`config.mk`:
```
export PLATFORM = sky130hd
export DESIGN_NAME = gblc_slice
export DESIGN_NICKNAME = d
export VERILOG_FILES = /design/src/gblc_pkg.sv /design/src/gblc_cmp_unit.sv /design/src/gblc_slice.sv
export SDC_FILE = /design/constraint.sdc
export NUM_CORES = 1
export LEC_CHECK = 0
export BUFFER_PORTS_ARGS = -buffer_cell sky130_fd_sc_hd__buf_2
export CORE_MARGIN = 1
export CORE_UTILIZATION = 30
export DETAILED_ROUTE_END_ITERATION = 10
export PLACE_DENSITY = 0.6
export SLEW_MARGIN = 15
export SYNTH_ARGS = -nofsm -noshare
export SYNTH_HDL_FRONTEND = slang
export SYNTH_SLANG_ARGS = --single-unit
```
`constraint.sdc`:
```
create_clock -name sys_clk -period 3.7 [get_ports sys_clk]
set_clock_uncertainty 0.15 [all_clocks]
set_input_delay 0 -clock sys_clk [delete_from_list [all_inputs] [get_ports sys_clk]]
set_output_delay 0 -clock sys_clk [all_outputs]
set_load 0.02 [all_outputs]
```
`src/gblc_pkg.sv`:
```
// constants, types and helpers shared by the guarded byte load and compare slice
package gblc_pkg;

  localparam int unsigned DATA_W    = 32;
  localparam int unsigned BYTE_W    = 8;
  localparam int unsigned MOD_W     = 7;
  localparam int unsigned DEST_W    = 7;
  localparam int unsigned GUARD_BIT = 0;
  localparam int unsigned SIGN_BIT  = MOD_W - 1;
  localparam int unsigned LD_LAT    = 3;
  localparam int unsigned CMP_LAT   = 1;

  localparam logic [DATA_W-1:0] CMP_TRUE  = 32'h1;
  localparam logic [DATA_W-1:0] CMP_FALSE = 32'h0;

  typedef enum logic [2:0] {
    OP_NONE,
    OP_LD_DISP,
    OP_LD_IDX,
    OP_CMP_LEQ,
    OP_CMP_LEQI,
    OP_CMP_LES
  } gblc_op_t;

  typedef enum logic {
    CMP_GEQ,
    CMP_GTR
  } gblc_cmp_t;

  typedef struct packed {
    logic              s1_vld;
    logic [DATA_W-1:0] s1_addr;
    logic [DEST_W-1:0] s1_dest;
    logic              s2_vld;
    logic [DEST_W-1:0] s2_dest;
    logic              s3_vld;
    logic [DEST_W-1:0] s3_dest;
    logic [DATA_W-1:0] s3_data;
  } gblc_ld_state_t;

  typedef struct packed {
    logic              vld;
    logic [DEST_W-1:0] dest;
    logic [DATA_W-1:0] data;
  } gblc_cmp_state_t;

  localparam gblc_ld_state_t  LD_STATE_RST  = '0;
  localparam gblc_cmp_state_t CMP_STATE_RST = '0;

  function automatic logic [DATA_W-1:0] sext_mod(input logic [MOD_W-1:0] m);
    sext_mod = {{(DATA_W-MOD_W){m[SIGN_BIT]}}, m};
  endfunction : sext_mod

  function automatic logic [DATA_W-1:0] zext_mod(input logic [MOD_W-1:0] m);
    zext_mod = {{(DATA_W-MOD_W){1'b0}}, m};
  endfunction : zext_mod

  function automatic logic [DATA_W-1:0] zext_byte(input logic [BYTE_W-1:0] b);
    zext_byte = {{(DATA_W-BYTE_W){1'b0}}, b};
  endfunction : zext_byte

  function automatic logic guard_true(input logic present, input logic [DATA_W-1:0] g);
    guard_true = !present || g[GUARD_BIT];
  endfunction : guard_true

  function automatic logic is_load(input gblc_op_t op);
    is_load = (op == OP_LD_DISP) || (op == OP_LD_IDX);
  endfunction : is_load

  function automatic logic is_cmp(input gblc_op_t op);
    is_cmp = (op == OP_CMP_LEQ) || (op == OP_CMP_LEQI) || (op == OP_CMP_LES);
  endfunction : is_cmp

endpackage : gblc_pkg

```
`src/gblc_cmp_unit.sv`:
```
// single-cycle unsigned greater-or-equal / greater-than unit with guarded write-back
`timescale 1ns/100ps
`default_nettype none
module gblc_cmp_unit (
  input  wire logic                        sys_clk,
  input  wire logic                        srst,
  input  wire logic                        clk_en,
  input  wire logic                        go,
  input  wire gblc_pkg::gblc_cmp_t         kind,
  input  wire logic [gblc_pkg::DATA_W-1:0] lhs,
  input  wire logic [gblc_pkg::DATA_W-1:0] rhs,
  input  wire logic [gblc_pkg::DEST_W-1:0] dest,
  output logic                             wb_valid,
  output logic [gblc_pkg::DEST_W-1:0]      wb_dest,
  output logic [gblc_pkg::DATA_W-1:0]      wb_data
);

  gblc_pkg::gblc_cmp_state_t st_q;
  gblc_pkg::gblc_cmp_state_t st_d;
  logic                      hit;

  always_comb begin
    st_d = st_q;
    // plain unsigned relations on full 32-bit words
    case (kind)
      gblc_pkg::CMP_GEQ: hit = (lhs >= rhs);
      gblc_pkg::CMP_GTR: hit = (lhs > rhs);
      default:           hit = 1'b0;
    endcase
    if (clk_en) begin
      st_d.vld = go;
      if (go) begin
        st_d.dest = dest;
        st_d.data = hit ? gblc_pkg::CMP_TRUE : gblc_pkg::CMP_FALSE;
      end
    end
  end

  always_ff @(posedge sys_clk) begin
    if (srst) begin
      st_q <= gblc_pkg::CMP_STATE_RST;
    end else begin
      st_q <= st_d;
    end
  end

  assign wb_valid = st_q.vld;
  assign wb_dest  = st_q.dest;
  assign wb_data  = st_q.data;

endmodule : gblc_cmp_unit
`default_nettype wire

```
`src/gblc_slice.sv`:
```
// guarded unsigned byte loads and unsigned compares, one issue port, two write-back ports
`timescale 1ns/100ps
`default_nettype none
module gblc_slice (
  input  wire logic                        sys_clk,
  input  wire logic                        srst,
  input  wire logic                        clk_en,
  input  wire logic                        issue_valid,
  input  wire gblc_pkg::gblc_op_t          issue_op,
  input  wire logic [gblc_pkg::DATA_W-1:0] first_source_register,
  input  wire logic [gblc_pkg::DATA_W-1:0] second_source_register,
  input  wire logic [gblc_pkg::MOD_W-1:0]  issue_modifier,
  input  wire logic                        guard_present,
  input  wire logic [gblc_pkg::DATA_W-1:0] guard_value,
  input  wire logic [gblc_pkg::DEST_W-1:0] issue_dest,
  output logic                             mem_req,
  output logic [gblc_pkg::DATA_W-1:0]      mem_addr,
  input  wire logic [gblc_pkg::BYTE_W-1:0] mem_rdata,
  output logic                             ld_wb_valid,
  output logic [gblc_pkg::DEST_W-1:0]      ld_wb_dest,
  output logic [gblc_pkg::DATA_W-1:0]      ld_wb_data,
  output logic                             cmp_wb_valid,
  output logic [gblc_pkg::DEST_W-1:0]      cmp_wb_dest,
  output logic [gblc_pkg::DATA_W-1:0]      cmp_wb_data
);

  gblc_pkg::gblc_ld_state_t ld_q;
  gblc_pkg::gblc_ld_state_t ld_d;
  logic                     guard_ok;
  logic                     ld_go;
  logic                     cmp_go;
  logic [gblc_pkg::DATA_W-1:0] ld_addr;
  gblc_pkg::gblc_cmp_t      cmp_kind;
  logic [gblc_pkg::DATA_W-1:0] cmp_lhs;
  logic [gblc_pkg::DATA_W-1:0] cmp_rhs;

  // absent guard counts as true
  assign guard_ok = gblc_pkg::guard_true(guard_present, guard_value);
  // a false guard never reaches the cache, so no status bits move either
  assign ld_go  = issue_valid && gblc_pkg::is_load(issue_op) && guard_ok;
  assign cmp_go = issue_valid && gblc_pkg::is_cmp(issue_op) && guard_ok;

  // address adder wraps modulo 2^32, negative index just wraps around
  always_comb begin
    case (issue_op)
      gblc_pkg::OP_LD_DISP:
        ld_addr = first_source_register + gblc_pkg::sext_mod(issue_modifier);
      gblc_pkg::OP_LD_IDX:
        ld_addr = first_source_register + second_source_register;
      default:
        ld_addr = first_source_register;
    endcase
  end

  // no separate less-than paths: operands swap into the greater-or-equal / greater-than unit
  always_comb begin
    case (issue_op)
      gblc_pkg::OP_CMP_LEQ: begin
        cmp_kind = gblc_pkg::CMP_GEQ;
        cmp_lhs  = second_source_register;
        cmp_rhs  = first_source_register;
      end
      gblc_pkg::OP_CMP_LEQI: begin
        cmp_kind = gblc_pkg::CMP_GEQ;
        cmp_lhs  = gblc_pkg::zext_mod(issue_modifier);
        cmp_rhs  = first_source_register;
      end
      gblc_pkg::OP_CMP_LES: begin
        cmp_kind = gblc_pkg::CMP_GTR;
        cmp_lhs  = second_source_register;
        cmp_rhs  = first_source_register;
      end
      default: begin
        cmp_kind = gblc_pkg::CMP_GEQ;
        cmp_lhs  = second_source_register;
        cmp_rhs  = first_source_register;
      end
    endcase
  end

  // load pipe: request stage, cache wait stage, result stage
  always_comb begin
    ld_d = ld_q;
    if (clk_en) begin
      ld_d.s1_vld = ld_go;
      if (ld_go) begin
        ld_d.s1_addr = ld_addr;
        ld_d.s1_dest = issue_dest;
      end
      ld_d.s2_vld  = ld_q.s1_vld;
      ld_d.s2_dest = ld_q.s1_dest;
      ld_d.s3_vld  = ld_q.s2_vld;
      if (ld_q.s2_vld) begin
        ld_d.s3_dest = ld_q.s2_dest;
        // byte taken as is; byte order only matters for wider loads
        ld_d.s3_data = gblc_pkg::zext_byte(mem_rdata);
      end
    end
  end

  always_ff @(posedge sys_clk) begin
    if (srst) begin
      ld_q <= gblc_pkg::LD_STATE_RST;
    end else begin
      ld_q <= ld_d;
    end
  end

  assign mem_req     = ld_q.s1_vld;
  assign mem_addr    = ld_q.s1_addr;
  assign ld_wb_valid = ld_q.s3_vld;
  assign ld_wb_dest  = ld_q.s3_dest;
  assign ld_wb_data  = ld_q.s3_data;

  gblc_cmp_unit u_cmp (
    .sys_clk  (sys_clk),
    .srst     (srst),
    .clk_en   (clk_en),
    .go       (cmp_go),
    .kind     (cmp_kind),
    .lhs      (cmp_lhs),
    .rhs      (cmp_rhs),
    .dest     (issue_dest),
    .wb_valid (cmp_wb_valid),
    .wb_dest  (cmp_wb_dest),
    .wb_data  (cmp_wb_data)
  );

  // checking helpers, written independently of the datapath functions
  logic [gblc_pkg::DATA_W-1:0] chk_disp_addr;
  logic [gblc_pkg::DATA_W-1:0] chk_idx_addr;
  logic                        chk_guard;
  logic [gblc_pkg::LD_LAT-1:0]  chk_ld_sr;
  logic [gblc_pkg::CMP_LAT-1:0] chk_cmp_sr;

  assign chk_disp_addr = first_source_register
                       + {{25{issue_modifier[6]}}, issue_modifier};
  assign chk_idx_addr  = first_source_register + second_source_register;
  assign chk_guard     = (guard_present == 1'b0) || (guard_value[0] == 1'b1);

  always_ff @(posedge sys_clk) begin
    if (srst) begin
      chk_ld_sr  <= '0;
      chk_cmp_sr <= '0;
    end else if (clk_en) begin
      chk_ld_sr  <= {chk_ld_sr[gblc_pkg::LD_LAT-2:0],
                     issue_valid && chk_guard &&
                     ((issue_op == gblc_pkg::OP_LD_DISP) ||
                      (issue_op == gblc_pkg::OP_LD_IDX))};
      chk_cmp_sr <= issue_valid && chk_guard &&
                    ((issue_op == gblc_pkg::OP_CMP_LEQ) ||
                     (issue_op == gblc_pkg::OP_CMP_LEQI) ||
                     (issue_op == gblc_pkg::OP_CMP_LES));
    end
  end
endmodule : gblc_slice
`default_nettype wire
```
==> reports/results.tsv <==
metric	value	unit
Final Wtd Congestion	0.821	
Final Hold Vio Count	0	
CP dominant cell by count	buf_4	
Required @ worst endpoint	3780	ps
RSZ-0062 raised after global routing	false	
syn avg cell area	7.83	um2
hpwl dp	14.4	mm
dpl ws	295	ps
gr usage total	0.162	
Pwr Total	2.72	mW
Min-Delay Path Depth	4	
initial antenna violation count	0	
post-route ant nets	0	
die footprint	21900	um2
DRT iter0 DRCs	263	
CP endpoint kind	flip-flop	
Tightest Pin Transition	917	ps
CP cell instances	dlygate4sd3_1, buf_2, nor3b_4, buf_4, buf_4, mux2_2, ha_2, a21o_1, a21oi_1, a2111oi_4, buf_4, o41ai_2, buf_4, o21bai_1, xor2_1, a22o_1	
Clock Path Buffers	2	
min-delay worst type	in -> reg	
clock tree from TritonCTS	built	
H-tree levels	3	
clk sinks	73	
vias in the first global route	5489	
Seq cells post-synth	73	
Core Region	21000	um2
PD cells	351	nW/um2
Warnings, synthesis	0	
period utilization	0.957	
Crit path arrival time	3620	ps
Rows	53	
relative slew slack	0.386	
Post-synth top flop	dfxtp_1	
static leakage	3.75	nW
FFs w/ async S/R, synth	0	
min-delay src	first_source_register[1]	
gr ovfl total	0	
Area Growth Syn to Fin	20.9	%
Placed Instance Area	7160	um2
global-route wire length before repair	28.0	mm
worst reg2reg endpoint	ld_wb_data[1]	
vias per cell	4.64	
Netlist cell types	52	
1st-pass router iterations	5	
mapped cell area	6400	um2
total number of vias	5744	
R2R Setup Slk	2330	ps
initial core utilization	0.306	
Setup CP Type	in -> reg	
Post-Route WL	17.7	mm
Crit path largest cell delay	550	ps
min Tclk post-route	3540	ps
Die Height	148	um
clock slew at reported path FFs	60	ps
share of cells above drive strength 1	0.250	
Worst-Skew Late Latency	330	ps
Final setup viols	0	
R2R cell count	3	
total CTS buffers	9	
Synth Instances	818	
CP Buf/Inv Count	6	
largest net degree at the start of global routing	62	
Max Cap Viol	0	
WL/cell	14.3	um
Worst setup SP type	primary input	
Buffers on Ports	152	
die extent in x	148	um
diode count	0	
DRC	0	
post-synthesis sequential area ratio	0.228	
Setup TNS Final	0	ps
Post-synth EDFFs	0	
slowest CP cell	dlygate4sd3_1	
Final WS setup	160	ps
run status	finished, final reports clean	
WHS Endpoint	mem_addr[1]	
post-layout instance area	7740	um2
final slew viol count	0	
FF-to-FF Start	ld_q[47]	
critical path's top delay family	buffers and inverters	
VDD IR max	0.199	mV
root buffer cell	clkbuf_16	
peak fanout along the critical path	5	
Ports	239	
fin nets	1152	
fmax	282	MHz
[power by group]
| part | switching [mW] | internal (mW) | total, mW |
|---|---|---|---|
| combinational | 0.490 | 0.354 | 0.844 |
| clock | 0.334 | 0.727 | 1.06 |
| sequential | 0.00888 | 0.802 | 0.811 |
| total | 0.833 | 1.88 | 2.72 |
[layout by cell type, fill, tap and decap left out, types with 18 or more instances in the layout]
cell and instances:
buf_4 45, conb_1 55, ha_1 65, o21ai_0 23, nor2_1 40, dfxtp_1 73, dlygate4sd3_1 18, inv_1 42
a21o_1 42, buf_2 152, xnor2_1 19, a21oi_1 85, nor2b_1 29, nand2_1 92
[state kept, by name, indices dropped and copies added (netlist names)]
signal and count:
mem_req 1, ld_wb_data 8, u_cmp.wb_valid 1, u_cmp.wb_data 1, ld_wb_valid 1, u_cmp.wb_dest 7
ld_wb_dest 7, mem_addr 32, ld_q 15
[stage by stage]
stage / util / std cells / hold slack [ps]
after floorplan: - / 872 / -14.0
after global placement: 0.342 / 1203 / 94.0
after detailed placement: 0.342 / 1203 / 99.6
after CTS: 0.368 / 1237 / 15.4
after global routing: 0.370 / 1239 / 55.5
final: 0.370 / 1239 / 22.0
[how the worst max path moves through the flow]
stage,from,endpoint,slack (ps),depth (start not counted)
global route,issue_op[2],mem_addr[30],20,16
floorplan,issue_op[0],mem_addr[26],400,13
CTS,issue_op[2],mem_addr[30],90,16
global placement,issue_op[0],mem_addr[30],340,15
finish,issue_op[2],mem_addr[26],160,16
detailed placement,issue_op[0],mem_addr[30],300,15
[cell families after synthesis]
logic type | after synthesis | share of synthesized area
AND/OR/NAND/NOR | 221 | 0.165
other | 1 | 0.000586
adder cells (fa/ha/maj) | 67 | 0.132
multiplexers | 29 | 0.0477
buffers and inverters | 182 | 0.167
flip-flops | 73 | 0.228
XOR/XNOR | 28 | 0.0383
AO/OA/AOI/OAI | 217 | 0.221
[Yosys cell counts, types with 9 or more instances]
| library cell | count | area share |
|---|---|---|
| clkbuf_1 | 37 | 0.022 |
| nor2b_1 | 30 | 0.029 |
| ha_1 | 66 | 0.13 |
| a22o_1 | 13 | 0.018 |
| nand2_1 | 92 | 0.054 |
| a21oi_1 | 85 | 0.066 |
| a21o_1 | 42 | 0.049 |
| o211ai_1 | 10 | 0.012 |
| buf_4 | 102 | 0.12 |
| xor2_1 | 9 | 0.012 |
| dfxtp_1 | 73 | 0.23 |
| o21a_1 | 9 | 0.011 |
| mux2i_1 | 17 | 0.027 |
| inv_1 | 42 | 0.025 |
| mux2_2 | 12 | 0.021 |
| nor2_1 | 41 | 0.024 |
| nand4_1 | 16 | 0.016 |
| xnor2_1 | 19 | 0.026 |
| o21ai_0 | 23 | 0.018 |
| nand3_1 | 11 | 0.0086 |
[timing repair]
action                                 CTS  global route
hold buffers                            18             0
resized for setup                        0             4
setup endpoints to repair                0             1
endpoints found under the hold margin   38             0
buffers inserted                         0             2
[layout make-up]
type / count / area [um2]
fill: 2241 / 13200
multi-input combinational: 617 / 4110
sequential: 73 / 1460
timing repair buffer: 216 / 1300
tap: 275 / 344
clock buffer: 9 / 225
inverter: 42 / 158
clock inverter: 7 / 143
[worst min-delay path, cell delays in order]
cell and delay [ps]:
buf_2 110, inv_1 90, fa_1 190, a211oi_1 70
[routing by layer]
| layer | wire length [um] | up-vias | track usage |
|---|---|---|---|
| li1 | - | 2973 | - |
| met1 | 8630 | 2593 | 0.217 |
| met2 | 8000 | 168 | 0.267 |
| met3 | 879 | 10 | 0.0307 |
| met4 | 168 | 0 | 0.0387 |
| met5 | 0 | - | 0 |
Note: power is estimated with default switching activity, not from simulation.
